===== src/hdl/debug_port_pkg.sv =====
// Purpose: shared constants and types of the serial debug port
// Assumes: ref_clk domain; test pins are sampled, not used as clocks
// Notes:   cpu addresses are full byte addresses of 16-bit registers
package debug_port_pkg;
   localparam int          ADDR_W          = 32;
   localparam int          REG_W           = 16;
   localparam int          DR_W            = 32;
   localparam int          IR_LEN          = 4;
   localparam logic [31:0] ADDR_INSTR      = 32'hFFFFF7C0;
   localparam logic [31:0] ADDR_STATUS     = 32'hFFFFF7C2;
   localparam logic [31:0] ADDR_DATA_UPPER = 32'hFFFFF7C4;
   localparam logic [31:0] ADDR_DATA_LOWER = 32'hFFFFF7C6;
   localparam logic [15:0] INSTR_RESET     = 16'hF000;
   localparam logic [15:0] STATUS_RESET    = 16'h0201;
   localparam logic [15:0] STATUS_FIXED    = 16'h0200;
   localparam logic [15:0] STATUS_ZERO_MSK = 16'hFDFE;
   localparam logic [11:0] INSTR_LOW_ZERO  = 12'h000;
   localparam int          FLAG_BIT        = 0;
   localparam logic [3:0]  CODE_INTERRUPT  = 4'hA;
   localparam logic [3:0]  CODE_BYPASS     = 4'hF;
   localparam logic [3:0]  IR_CAPTURE      = 4'h1;
   localparam int          FIFO_DEPTH      = 8;

   typedef enum logic [3:0] {
      TAP_RESET   = 4'hF,
      TAP_IDLE    = 4'hC,
      TAP_SEL_DR  = 4'h7,
      TAP_CAP_DR  = 4'h6,
      TAP_SH_DR   = 4'h2,
      TAP_EX1_DR  = 4'h1,
      TAP_PAU_DR  = 4'h3,
      TAP_EX2_DR  = 4'h0,
      TAP_UPD_DR  = 4'h5,
      TAP_SEL_IR  = 4'h4,
      TAP_CAP_IR  = 4'hE,
      TAP_SH_IR   = 4'hA,
      TAP_EX1_IR  = 4'h9,
      TAP_PAU_IR  = 4'hB,
      TAP_EX2_IR  = 4'h8,
      TAP_UPD_IR  = 4'hD
   } tap_state_t;

   typedef struct packed {
      logic        sel;
      logic        wr;
      logic [31:0] addr;
      logic [15:0] wdata;
   } cpu_req_t;

   typedef struct packed {
      logic        ack;
      logic [15:0] rdata;
   } cpu_rsp_t;
endpackage


===== src/hdl/serial_debug_port.sv =====
// Purpose: serial debug port with test access controller and cpu registers
// Assumes: test clock far slower than ref_clk; trst_n async active low
// Notes:   test pins pass two flip-flops; tck edges are found in ref_clk
`timescale 1ns/1ns

module word_fifo #(
   parameter int WIDTH = 32,
   parameter int DEPTH = 8
) (
   input  wire logic             ref_clk,
   input  wire logic             trst_n,
   input  wire logic             in_valid,
   output logic                  in_ready,
   input  wire logic [WIDTH-1:0] in_data,
   output logic                  out_valid,
   input  wire logic             out_ready,
   output logic      [WIDTH-1:0] out_data
);
   localparam int PW = $clog2(DEPTH);
   logic [WIDTH-1:0] mem [DEPTH];
   logic [PW:0]      wr_ptr_ff;
   logic [PW:0]      rd_ptr_ff;
   wire              push = in_valid & in_ready;
   wire              pop  = out_valid & out_ready;
   wire  [PW:0]      used = wr_ptr_ff - rd_ptr_ff;

   assign in_ready  = (used != (PW+1)'(DEPTH));
   assign out_valid = (used != '0);
   assign out_data  = mem[rd_ptr_ff[PW-1:0]];

   // storage carries no reset: data content is undefined until written
   always_ff @(posedge ref_clk) begin
      if (push) begin
         mem[wr_ptr_ff[PW-1:0]] <= in_data;
      end
   end

   always_ff @(posedge ref_clk or negedge trst_n) begin
      if (!trst_n) begin
         wr_ptr_ff <= '0;
         rd_ptr_ff <= '0;
      end else begin
         wr_ptr_ff <= wr_ptr_ff + (PW+1)'(push);
         rd_ptr_ff <= rd_ptr_ff + (PW+1)'(pop);
      end
   end
endmodule

// Operation
// [RL1] whole port runs from test clock edges; code clocks all from ref_clk, tck rises step only the test logic
// [RL2] tms sampled on tck rise, steps controller
// [RL3] tdi sampled on tck rise while shifting
// [RL4] tdo driven only while shifting, else released
// [RL5] trst_n low resets port asynchronously
// [RL6] instruction four bits, last four kept
// [RL7] bits 15:12 code; A interrupt, F bypass
// [RL8] test reset loads F000; others leave it
// [RL9] instruction readable by cpu, writes ignored
// [RL10] interrupt instruction raises interrupt request
// [RL11] bypass uses single bit stage, cpu-invisible
// [RL12] status shifts out flag first, then reserved
// [RL13] status readable serially, ignores serial input
// [RL14] test reset loads status 0201
// [RL15] status bit 9 one, other reserved zero
// [RL16] bit 0 flag: one busy, zero cpu access
// [RL17] data exchanges 32 bits, last 32 kept
// [RL18] data enters at msb, leaves from lsb
// [RL19] data register never reset
// [RL20] cpu sees data as upper and lower halves
// [RL21] flag set by reset, cpu, bypass; cleared by shift
// [RL22] path shows status, then data after flag seen
// [RL23] five tms-high edges reset the port
// [RL24] standard sixteen-state test access controller
module serial_debug_port #(
   parameter int DATA_W     = debug_port_pkg::DR_W,
   parameter int HALF_W     = debug_port_pkg::REG_W,
   parameter int IR_W       = debug_port_pkg::IR_LEN,
   parameter int FIFO_DEPTH = debug_port_pkg::FIFO_DEPTH
) (
   input  wire logic                      ref_clk,
   input  wire logic                      reset_n,
   input  wire logic                      trst_n,
   input  wire logic                      tck,
   input  wire logic                      tms,
   input  wire logic                      tdi,
   output logic                           tdo_out,
   output logic                           tdo_oe_n,
   output logic                           irq_req,
   input  wire debug_port_pkg::cpu_req_t  cpu_req,
   output debug_port_pkg::cpu_rsp_t       cpu_rsp
);
   // next controller state for one tck rise at the given tms level
   function automatic debug_port_pkg::tap_state_t tap_step(
      input debug_port_pkg::tap_state_t cur,
      input logic                       mode
   );
      debug_port_pkg::tap_state_t nxt;
      nxt = cur;
      unique case (cur)
         debug_port_pkg::TAP_RESET:
            nxt = mode ? debug_port_pkg::TAP_RESET : debug_port_pkg::TAP_IDLE;
         debug_port_pkg::TAP_IDLE:
            nxt = mode ? debug_port_pkg::TAP_SEL_DR : debug_port_pkg::TAP_IDLE;
         debug_port_pkg::TAP_SEL_DR:
            nxt = mode ? debug_port_pkg::TAP_SEL_IR
                       : debug_port_pkg::TAP_CAP_DR;
         debug_port_pkg::TAP_CAP_DR:
            nxt = mode ? debug_port_pkg::TAP_EX1_DR
                       : debug_port_pkg::TAP_SH_DR;
         debug_port_pkg::TAP_SH_DR:
            nxt = mode ? debug_port_pkg::TAP_EX1_DR
                       : debug_port_pkg::TAP_SH_DR;
         debug_port_pkg::TAP_EX1_DR:
            nxt = mode ? debug_port_pkg::TAP_UPD_DR
                       : debug_port_pkg::TAP_PAU_DR;
         debug_port_pkg::TAP_PAU_DR:
            nxt = mode ? debug_port_pkg::TAP_EX2_DR
                       : debug_port_pkg::TAP_PAU_DR;
         debug_port_pkg::TAP_EX2_DR:
            nxt = mode ? debug_port_pkg::TAP_UPD_DR
                       : debug_port_pkg::TAP_SH_DR;
         debug_port_pkg::TAP_UPD_DR:
            nxt = mode ? debug_port_pkg::TAP_SEL_DR : debug_port_pkg::TAP_IDLE;
         debug_port_pkg::TAP_SEL_IR:
            nxt = mode ? debug_port_pkg::TAP_RESET
                       : debug_port_pkg::TAP_CAP_IR;
         debug_port_pkg::TAP_CAP_IR:
            nxt = mode ? debug_port_pkg::TAP_EX1_IR
                       : debug_port_pkg::TAP_SH_IR;
         debug_port_pkg::TAP_SH_IR:
            nxt = mode ? debug_port_pkg::TAP_EX1_IR
                       : debug_port_pkg::TAP_SH_IR;
         debug_port_pkg::TAP_EX1_IR:
            nxt = mode ? debug_port_pkg::TAP_UPD_IR
                       : debug_port_pkg::TAP_PAU_IR;
         debug_port_pkg::TAP_PAU_IR:
            nxt = mode ? debug_port_pkg::TAP_EX2_IR
                       : debug_port_pkg::TAP_PAU_IR;
         debug_port_pkg::TAP_EX2_IR:
            nxt = mode ? debug_port_pkg::TAP_UPD_IR
                       : debug_port_pkg::TAP_SH_IR;
         debug_port_pkg::TAP_UPD_IR:
            nxt = mode ? debug_port_pkg::TAP_SEL_DR : debug_port_pkg::TAP_IDLE;
      endcase
      return nxt;
   endfunction

   logic                       trst_s1_ff;
   logic                       trst_s2_ff;
   logic                       tck_s1_ff;
   logic                       tck_s2_ff;
   logic                       tck_d_ff;
   logic                       tms_s1_ff;
   logic                       tms_s2_ff;
   logic                       tdi_s1_ff;
   logic                       tdi_s2_ff;
   debug_port_pkg::tap_state_t tap_state_ff;
   debug_port_pkg::tap_state_t nxt_tap_state;
   logic [IR_W-1:0]            ir_sr_ff;
   logic [IR_W-1:0]            nxt_ir_sr;
   logic [IR_W-1:0]            instr_code_ff;
   logic [IR_W-1:0]            nxt_instr_code;
   logic [DATA_W-1:0]          dr_sr_ff;
   logic [DATA_W-1:0]          nxt_dr_sr;
   logic                       byp_ff;
   logic                       nxt_byp;
   logic                       sel_data_ff;
   logic                       nxt_sel_data;
   logic                       cap_flag_ff;
   logic                       nxt_cap_flag;
   logic                       shifted_ff;
   logic                       nxt_shifted;
   logic                       flag_ff;
   logic                       nxt_flag;
   logic [DATA_W-1:0]          data_ff;
   logic [DATA_W-1:0]          nxt_data;
   logic                       tdo_out_ff;
   logic                       nxt_tdo_out;
   logic                       tdo_oe_n_ff;
   logic                       irq_req_ff;
   logic                       ack_ff;
   logic [HALF_W-1:0]          rdata_ff;
   logic [HALF_W-1:0]          nxt_rdata;
   logic [HALF_W-1:0]          rd_mux;
   logic                       fifo_in_ready;
   logic                       fifo_out_valid;
   logic [DATA_W-1:0]          fifo_out_data;

   // test logic leaves reset only after two ref_clk edges
   wire test_rst_n = trst_s2_ff;
   // tck is only sampled; controller and shift steps wait for a found rise
   wire tck_rise   = tck_s2_ff & ~tck_d_ff; // [RL1]

   wire st_reset   = (tap_state_ff == debug_port_pkg::TAP_RESET);
   wire st_cap_ir  = (tap_state_ff == debug_port_pkg::TAP_CAP_IR);
   wire st_sh_ir   = (tap_state_ff == debug_port_pkg::TAP_SH_IR);
   wire st_upd_ir  = (tap_state_ff == debug_port_pkg::TAP_UPD_IR);
   wire st_cap_dr  = (tap_state_ff == debug_port_pkg::TAP_CAP_DR);
   wire st_sh_dr   = (tap_state_ff == debug_port_pkg::TAP_SH_DR);
   wire st_upd_dr  = (tap_state_ff == debug_port_pkg::TAP_UPD_DR);
   wire shift_any  = st_sh_ir | st_sh_dr;
   wire cap_ir     = tck_rise & st_cap_ir;
   wire sh_ir      = tck_rise & st_sh_ir;
   wire upd_ir     = tck_rise & st_upd_ir;
   wire cap_dr     = tck_rise & st_cap_dr;
   wire sh_dr      = tck_rise & st_sh_dr;
   wire upd_dr     = tck_rise & st_upd_dr;

   wire is_bypass    = (instr_code_ff ==
                        IR_W'(debug_port_pkg::CODE_BYPASS)); // [RL7]
   wire is_interrupt = (instr_code_ff ==
                        IR_W'(debug_port_pkg::CODE_INTERRUPT)); // [RL7]
   // reserved codes fall back to the one-bit stage
   wire use_bypass   = ~is_interrupt; // [RL11]

   wire cpu_take   = cpu_req.sel & ~ack_ff;
   wire cpu_write  = cpu_take & cpu_req.wr;
   wire hit_instr  = (cpu_req.addr == debug_port_pkg::ADDR_INSTR);
   wire hit_status = (cpu_req.addr == debug_port_pkg::ADDR_STATUS);
   wire hit_upper  = (cpu_req.addr == debug_port_pkg::ADDR_DATA_UPPER);
   wire hit_lower  = (cpu_req.addr == debug_port_pkg::ADDR_DATA_LOWER);
   wire wr_instr   = cpu_write & hit_instr;
   wire wr_status  = cpu_write & hit_status;
   wire wr_upper   = cpu_write & hit_upper;
   wire wr_lower   = cpu_write & hit_lower;

   wire [HALF_W-1:0] instr_word  =
      HALF_W'({instr_code_ff, debug_port_pkg::INSTR_LOW_ZERO}); // [RL7]
   wire [HALF_W-1:0] status_word =
      HALF_W'(debug_port_pkg::STATUS_FIXED) |
      (HALF_W'(flag_ff) << debug_port_pkg::FLAG_BIT); // [RL15] [RL16]
   // flag sits in the lsb, so it is the first bit out
   wire [DATA_W-1:0] cap_word    =
      sel_data_ff ? data_ff : DATA_W'(status_word); // [RL12] [RL22]

   wire data_done   = upd_dr & ~use_bypass & shifted_ff & sel_data_ff;
   wire status_done = upd_dr & ~use_bypass & shifted_ff & ~sel_data_ff &
                      cap_flag_ff;
   // set wins over a clear in the same cycle
   wire flag_set    = st_reset | is_bypass |
                      (wr_status &
                       cpu_req.wdata[debug_port_pkg::FLAG_BIT]); // [RL21]
   wire flag_clr    = fifo_out_valid; // [RL21]

   assign nxt_tap_state  = tck_rise ? tap_step(tap_state_ff, tms_s2_ff)
                                    : tap_state_ff; // [RL2] [RL24]
   assign nxt_ir_sr      = cap_ir ? IR_W'(debug_port_pkg::IR_CAPTURE) :
                           sh_ir  ? {tdi_s2_ff, ir_sr_ff[IR_W-1:1]} :
                                    ir_sr_ff; // [RL3] [RL6]
   // five tms-high rises always pass through the reset state
   assign nxt_instr_code = st_reset ? IR_W'(debug_port_pkg::CODE_BYPASS) :
                           upd_ir   ? ir_sr_ff :
                                      instr_code_ff; // [RL23] [RL6]
   // status is only captured, so shifting leaves it untouched
   assign nxt_dr_sr      = (cap_dr & ~use_bypass) ? cap_word :
                           (sh_dr & ~use_bypass)  ?
                              {tdi_s2_ff, dr_sr_ff[DATA_W-1:1]} :
                              dr_sr_ff; // [RL13] [RL17] [RL18]
   assign nxt_byp        = (cap_dr & use_bypass) ? 1'b0 :
                           (sh_dr & use_bypass)  ? tdi_s2_ff :
                                                   byp_ff; // [RL11]
   assign nxt_shifted    = cap_dr ? 1'b0 : sh_dr ? 1'b1 : shifted_ff;
   assign nxt_cap_flag   = cap_dr ? flag_ff : cap_flag_ff;
   assign nxt_sel_data   = st_reset    ? 1'b0 :
                           data_done   ? 1'b0 :
                           status_done ? 1'b1 :
                                         sel_data_ff; // [RL22]
   assign nxt_flag       = flag_set ? 1'b1 :
                           flag_clr ? 1'b0 :
                                      flag_ff;
   assign nxt_tdo_out    = ~shift_any ? tdo_out_ff :
                           st_sh_ir   ? ir_sr_ff[0] :
                           use_bypass ? byp_ff :
                                        dr_sr_ff[0]; // [RL4] [RL18]
   // a serial word beats a cpu write landing in the same cycle
   assign nxt_data       = fifo_out_valid ? fifo_out_data :
                           wr_upper ? {HALF_W'(cpu_req.wdata),
                                       data_ff[HALF_W-1:0]} :
                           wr_lower ? {data_ff[DATA_W-1:HALF_W],
                                       HALF_W'(cpu_req.wdata)} :
                                      data_ff; // [RL20]
   assign rd_mux         = hit_instr  ? instr_word :
                           hit_status ? status_word :
                           hit_upper  ? data_ff[DATA_W-1:HALF_W] :
                           hit_lower  ? data_ff[HALF_W-1:0] :
                                        '0; // [RL9] [RL20]
   assign nxt_rdata      = (cpu_take & ~cpu_req.wr) ? rd_mux : rdata_ff;

   assign tdo_out       = tdo_out_ff;
   assign tdo_oe_n      = tdo_oe_n_ff;
   assign irq_req       = irq_req_ff;
   assign cpu_rsp.ack   = ack_ff;
   assign cpu_rsp.rdata = rdata_ff;

   // assert at once, release through two flops
   always_ff @(posedge ref_clk or negedge trst_n) begin
      if (!trst_n) begin
         trst_s1_ff <= 1'b0; // [RL5]
         trst_s2_ff <= 1'b0;
      end else begin
         trst_s1_ff <= 1'b1;
         trst_s2_ff <= trst_s1_ff;
      end
   end

   always_ff @(posedge ref_clk or negedge test_rst_n) begin
      if (!test_rst_n) begin
         tck_s1_ff <= 1'b0;
         tck_s2_ff <= 1'b0;
         tck_d_ff  <= 1'b0;
         tms_s1_ff <= 1'b1;
         tms_s2_ff <= 1'b1;
         tdi_s1_ff <= 1'b1;
         tdi_s2_ff <= 1'b1;
      end else begin
         tck_s1_ff <= tck;
         tck_s2_ff <= tck_s1_ff;
         tck_d_ff  <= tck_s2_ff;
         tms_s1_ff <= tms;
         tms_s2_ff <= tms_s1_ff;
         tdi_s1_ff <= tdi;
         tdi_s2_ff <= tdi_s1_ff;
      end
   end

   // system reset_n deliberately leaves this state alone
   always_ff @(posedge ref_clk or negedge test_rst_n) begin
      if (!test_rst_n) begin
         tap_state_ff  <= debug_port_pkg::TAP_RESET;
         ir_sr_ff      <= IR_W'(debug_port_pkg::IR_CAPTURE);
         instr_code_ff <= IR_W'(debug_port_pkg::CODE_BYPASS); // [RL8]
         dr_sr_ff      <= '0;
         byp_ff        <= 1'b0;
         shifted_ff    <= 1'b0;
         cap_flag_ff   <= 1'b0;
         sel_data_ff   <= 1'b0;
         flag_ff       <= debug_port_pkg::STATUS_RESET[0]; // [RL14]
         tdo_out_ff    <= 1'b0;
         tdo_oe_n_ff   <= 1'b1;
         irq_req_ff    <= 1'b0;
      end else begin
         tap_state_ff  <= nxt_tap_state;
         ir_sr_ff      <= nxt_ir_sr;
         instr_code_ff <= nxt_instr_code;
         dr_sr_ff      <= nxt_dr_sr;
         byp_ff        <= nxt_byp;
         shifted_ff    <= nxt_shifted;
         cap_flag_ff   <= nxt_cap_flag;
         sel_data_ff   <= nxt_sel_data;
         flag_ff       <= nxt_flag;
         tdo_out_ff    <= nxt_tdo_out;
         tdo_oe_n_ff   <= ~shift_any; // [RL4]
         irq_req_ff    <= is_interrupt; // [RL10]
      end
   end

   // no reset of any kind: content undefined until written
   always_ff @(posedge ref_clk) begin
      data_ff <= nxt_data; // [RL19]
   end

   always_ff @(posedge ref_clk or negedge reset_n) begin
      if (!reset_n) begin
         ack_ff   <= 1'b0;
         rdata_ff <= '0;
      end else begin
         ack_ff   <= cpu_take;
         rdata_ff <= nxt_rdata;
      end
   end

   // decouples word completion from the cpu-side register
   word_fifo #(
      .WIDTH (DATA_W),
      .DEPTH (FIFO_DEPTH)
   ) i_word_fifo (
      .ref_clk   (ref_clk),
      .trst_n    (test_rst_n),
      .in_valid  (data_done),
      .in_ready  (fifo_in_ready),
      .in_data   (dr_sr_ff),
      .out_valid (fifo_out_valid),
      .out_ready (1'b1),
      .out_data  (fifo_out_data)
   );

   AST_TAP_HOLD: assert property (@(posedge ref_clk) // [RL2]
      disable iff (!test_rst_n)
      !tck_rise |=> $stable(tap_state_ff))
      else $error("controller moved without a test clock rise");

   AST_IR_CAPTURE: assert property (@(posedge ref_clk) // [RL24]
      disable iff (!test_rst_n)
      cap_ir |=> (ir_sr_ff == IR_W'(debug_port_pkg::IR_CAPTURE)))
      else $error("instruction capture word not loaded");

   AST_IR_UPDATE: assert property (@(posedge ref_clk) // [RL6]
      disable iff (!test_rst_n)
      upd_ir |=> (instr_code_ff == $past(ir_sr_ff)))
      else $error("instruction not taken from last shifted bits");

   AST_INSTR_RO: assert property (@(posedge ref_clk) // [RL9]
      disable iff (!test_rst_n)
      (wr_instr && !upd_ir && !st_reset) |=> $stable(instr_code_ff))
      else $error("cpu write changed the instruction");

   AST_IRQ: assert property (@(posedge ref_clk) // [RL10]
      disable iff (!test_rst_n)
      irq_req_ff == $past(is_interrupt))
      else $error("interrupt request does not follow instruction");

   AST_FLAG_SET: assert property (@(posedge ref_clk) // [RL21]
      disable iff (!test_rst_n)
      flag_set |=> flag_ff)
      else $error("transfer flag not set");

   AST_FLAG_CLR: assert property (@(posedge ref_clk) // [RL21]
      disable iff (!test_rst_n)
      (fifo_out_valid && !flag_set) |=> !flag_ff)
      else $error("transfer flag not cleared after data shift");

   AST_OE_SHIFT: assert property (@(posedge ref_clk) // [RL4]
      disable iff (!test_rst_n)
      !tdo_oe_n_ff |-> $past(shift_any))
      else $error("serial output driven outside shifting");

   AST_BYP_STAGE: assert property (@(posedge ref_clk) // [RL11]
      disable iff (!test_rst_n)
      (sh_dr && use_bypass) |=> (byp_ff == $past(tdi_s2_ff)))
      else $error("bypass stage did not take serial input");

   AST_STATUS_RD: assert property (@(posedge ref_clk) // [RL15]
      disable iff (!reset_n)
      (cpu_take && !cpu_req.wr && hit_status) |=>
         (((rdata_ff & HALF_W'(debug_port_pkg::STATUS_ZERO_MSK)) == '0) &&
          ((rdata_ff & HALF_W'(debug_port_pkg::STATUS_FIXED)) ==
           HALF_W'(debug_port_pkg::STATUS_FIXED))))
      else $error("status reserved bits read wrong");

   AST_FIFO_ROOM: assert property (@(posedge ref_clk) // [RL17]
      disable iff (!test_rst_n)
      data_done |-> fifo_in_ready)
      else $error("serial word dropped at full buffer");

   COV_IRQ: cover property (@(posedge ref_clk) disable iff (!test_rst_n)
      $rose(irq_req_ff));
   COV_TO_DATA: cover property (@(posedge ref_clk) disable iff (!test_rst_n)
      status_done);
   COV_DATA_IN: cover property (@(posedge ref_clk) disable iff (!test_rst_n)
      fifo_out_valid);
   COV_TMS_RST: cover property (@(posedge ref_clk) disable iff (!test_rst_n)
      $rose(st_reset));
endmodule


===== config.mk =====
export PLATFORM = sky130hd
export DESIGN_NAME = serial_debug_port
export DESIGN_NICKNAME = d
export VERILOG_FILES = /design/src/hdl/debug_port_pkg.sv /design/src/hdl/serial_debug_port.sv
export SDC_FILE = /design/constraint.sdc
export NUM_CORES = 1
export LEC_CHECK = 0
export ABC_CLOCK_PERIOD_IN_PS = 4400
export BUFFER_PORTS_ARGS = -buffer_cell sky130_fd_sc_hd__buf_2
export CAP_MARGIN = 25
export CORE_MARGIN = 1
export CORE_UTILIZATION = 45
export CTS_CLUSTER_DIAMETER = 30
export DETAILED_ROUTE_END_ITERATION = 8
export HOLD_SLACK_MARGIN = 0.05
export SYNTH_ARGS = -nofsm -noshare
export SYNTH_HDL_FRONTEND = slang
export SYNTH_SLANG_ARGS = --single-unit

===== constraint.sdc =====
create_clock -name ref_clk -period 4.4 [get_ports ref_clk]
set_input_delay 1.1 -clock ref_clk [delete_from_list [all_inputs] [get_ports ref_clk]]
set_output_delay 1.1 -clock ref_clk [all_outputs]
set_load 0.01 [all_outputs]

==> impl_metrics.env <==
export IMPL_port_buffers=75
export IMPL_route_detailed_drc=0
export IMPL_hp_class="input port to async pin"
export IMPL_period_needed_ns=3.18
export IMPL_die_w_um=187
export IMPL_setup_viol=0
export IMPL_slew_limit_headroom_pct=36.5
export IMPL_crit_arrival_ns=3.41
export IMPL_crit_type="flip-flop to flip-flop"
export IMPL_ctsResizeCount=0
export IMPL_cts_buffers=80
export IMPL_worstPathMaxFanout=21
export IMPL_outcome="finished clean"
export IMPL_worst_pin_slew_ns=0.953
export IMPL_hold_viol_final=0
export IMPL_vias=8989
export IMPL_startpoint_type="flip-flop"
export IMPL_cts_htree_levels=3
export IMPL_dr_pass1_iters=5
export IMPL_grt_use_total_pct=21.7
export IMPL_start_util_pct=45.9
export IMPL_antenna_found_initial=0
export IMPL_cp_required_ns=4.63
export IMPL_drive_gt1_share_pct=30.1
export IMPL_die_area_mm2=0.0351
export IMPL_grt_max_degree=78
export IMPL_period_share_pct=72.2
export IMPL_core_area_mm2=0.0337
export IMPL_busiest_layer="met2"
export IMPL_fin_nets=1146
export IMPL_synthArstFlopShare_pct=23.0
export IMPL_rsz0062_at_grt="false"
export IMPL_io_pins=76
export IMPL_cts_root_buf="clkbuf_16"
export IMPL_powerDensity_mw_per_mm2=701
export IMPL_post_cts_setup_buffers=0
export IMPL_ys_flop_type="edfxtp_1"
export IMPL_finalClockSkew_ns=0.0225
export IMPL_hpwl_um=23500
export IMPL_grt_pass1_wl_um=56700
export IMPL_clkSinkCount=374
export IMPL_fp_dieH_um=187
export IMPL_yosysSeqAreaShare_pct=70.0
export IMPL_ctsHoldBuffers=0
export IMPL_grt_overflow_total=0
export IMPL_met2_usage_pct=36.0
export IMPL_synthCells=957
export IMPL_vias_per_cell=5.62
export IMPL_syn_nets=1020
export IMPL_avgSynthCellArea_um2=16.2
export IMPL_slew_violations=0
export IMPL_rows=67
export IMPL_setup_tns_final_ns=0
export IMPL_insertion_delay_ns=0.58
export IMPL_area_delta_synth_final_pct=24.5
export IMPL_gp_congestion=0.796
export IMPL_grtUsageMet3_pct=4.41
export IMPL_cts_path_max_buffers=3
export IMPL_ys_seq_elements=374
export IMPL_synth_edf_count=288
export IMPL_path_clk_slew_ns=0.05
export IMPL_totalWireLength_um=36900
export IMPL_n_antenna_cell=0
export IMPL_drtIter0Drc=690
export IMPL_utilization_pct=57.1
export IMPL_routedWlPerCell_um=23.1
export IMPL_maxCapViolations=0
export IMPL_use_met1_pct=28.4
export IMPL_grt_pass1_vias=9331
export IMPL_holdWs_ns=0.296
export IMPL_cts_tree="yes"
export IMPL_peakVddDrop_mv=0.382
export IMPL_yosys_warnings=0
export IMPL_p_leak_uw=0.00737
export IMPL_syn_cell_area_mm2=0.0155
export IMPL_worstSetupEndpointType="flip-flop"
export IMPL_maxClockFrequency_mhz=315
export IMPL_fillCellCount=2632
export IMPL_antenna_left=0
export IMPL_yosysUniqueCellTypes=53
cell families (layout without fill, tap and decap cells):
group,Yosys count,after routing,synth area share (%)
AOI/OAI and AO/OA,131,131,5.51
xor gates and xnor gates,7,7,0.396
adders and majority gates,7,7,0.566
buffers and inverters,76,270,2.05
DFF,374,374,70.0
muxes,119,119,12.9
other,1,1,0.0242
and+or+nand+nor,242,242,8.56
placed cells by master (no fill, tap or decap), drive strengths merged, types with 20 or more instances in the layout:
cell type and count:
a21oi 40, a31oi 30, buf 108, clkbuf 98, clkinv 27, dfrtp 71, edfxtp 288, inv 21
mux2i 49, mux4 64, nand2 82, nand4 20, nor2 37, nor2b 31, o21ai 24
metrics by stage:
step / power [uW] / setup WS, ns / cell area (um2) / cells
floorplan: 6600 / -1.49 / 15500 / 957
global placement: 7460 / 1.19 / 16400 / 1449
detailed placement: 7470 / 1.08 / 16400 / 1449
CTS: 13600 / 1.17 / 19300 / 1599
global route: 14100 / 0.912 / 19300 / 1599
finish: 13500 / 1.22 / 19300 / 1599
final cells by class:
| cell class | instances | area (um2) | area share (%) |
|---|---|---|---|
| clock buffer | 98 | 2170 | 11.3 |
| clock inverter | 52 | 636 | 3.30 |
| inverter | 12 | 45.0 | 0.234 |
| multi-input combinational | 507 | 4390 | 22.8 |
| sequential | 374 | 10800 | 56.2 |
| tap | 448 | 561 | 2.91 |
| timing repair buffer | 108 | 623 | 3.24 |
critical path: stages (launching register included):
cell      delay (ns)
dfrtp_1         0.84
clkinv_1        0.21
ha_1            0.40
a21oi_1         0.18
and3_1          0.23
o41ai_2         0.08
buf_4           0.23
nor4b_2         0.26
buf_4           0.38
cell usage after synthesis, drive strengths merged, types with 6 or more instances:
cell type	n	area, um2
nor4	7	95.1
o211ai	7	57.6
nand4	20	125
a21oi	40	200
a31oi	30	188
inv	11	41.3
mux4	64	1440
nor4b	7	61.3
o21ai	24	120
mux2	6	67.6
edfxtp	288	8650
dfstp	15	394
nand2	82	308
nor2b	31	194
buf	22	115
nor2	37	139
mux2i	49	490
nor3	6	30.0
clkbuf	42	158
and3	18	113
a32o	16	160
nand3	13	77.6
ha	7	87.6
dfrtp	71	1780
per-layer routing:
layer	routed length (um)	share of wire, %
met3	1810	4.9
met2	18800	51
met4	825	2.2
met1	15500	42
met5	0	0
where the power goes:
part           internal (uW)  switching, uW
logic                   1120           1320
registers               4380            577
clock network           4180           1920
total                   9680           3820
worst paths after layout:
path                       cells after the start                       end  slack, ns                     start
min in group ref_clk                           0                 tck_s2_ff       0.34                 tck_s1_ff
max                                            8     i_word_fifo.mem[5][3]       1.22  i_word_fifo.rd_ptr_ff[2]
min reg2reg                                    0                 tck_s2_ff       0.34                 tck_s1_ff
max in group asynchronous                      0  i_word_fifo.rd_ptr_ff[0]       3.18                test_rst_n
min                                            1                test_rst_n       0.30                    trst_n
max reg2reg                                    8     i_word_fifo.mem[5][3]       1.22  i_word_fifo.rd_ptr_ff[2]
sequential cells by signal, summed over array words and instances, names as in the netlist, 4 cells and up:
register and count:
data_ff 32, dr_sr_ff 32, i_word_fifo.mem 256, ir_sr_ff 4
instr_code_ff 4, i_word_fifo.wr_ptr_ff 4, i_word_fifo.rd_ptr_ff 4, rdata_ff 16
tap_state_ff 4
Power figures use the tool's default switching activity.
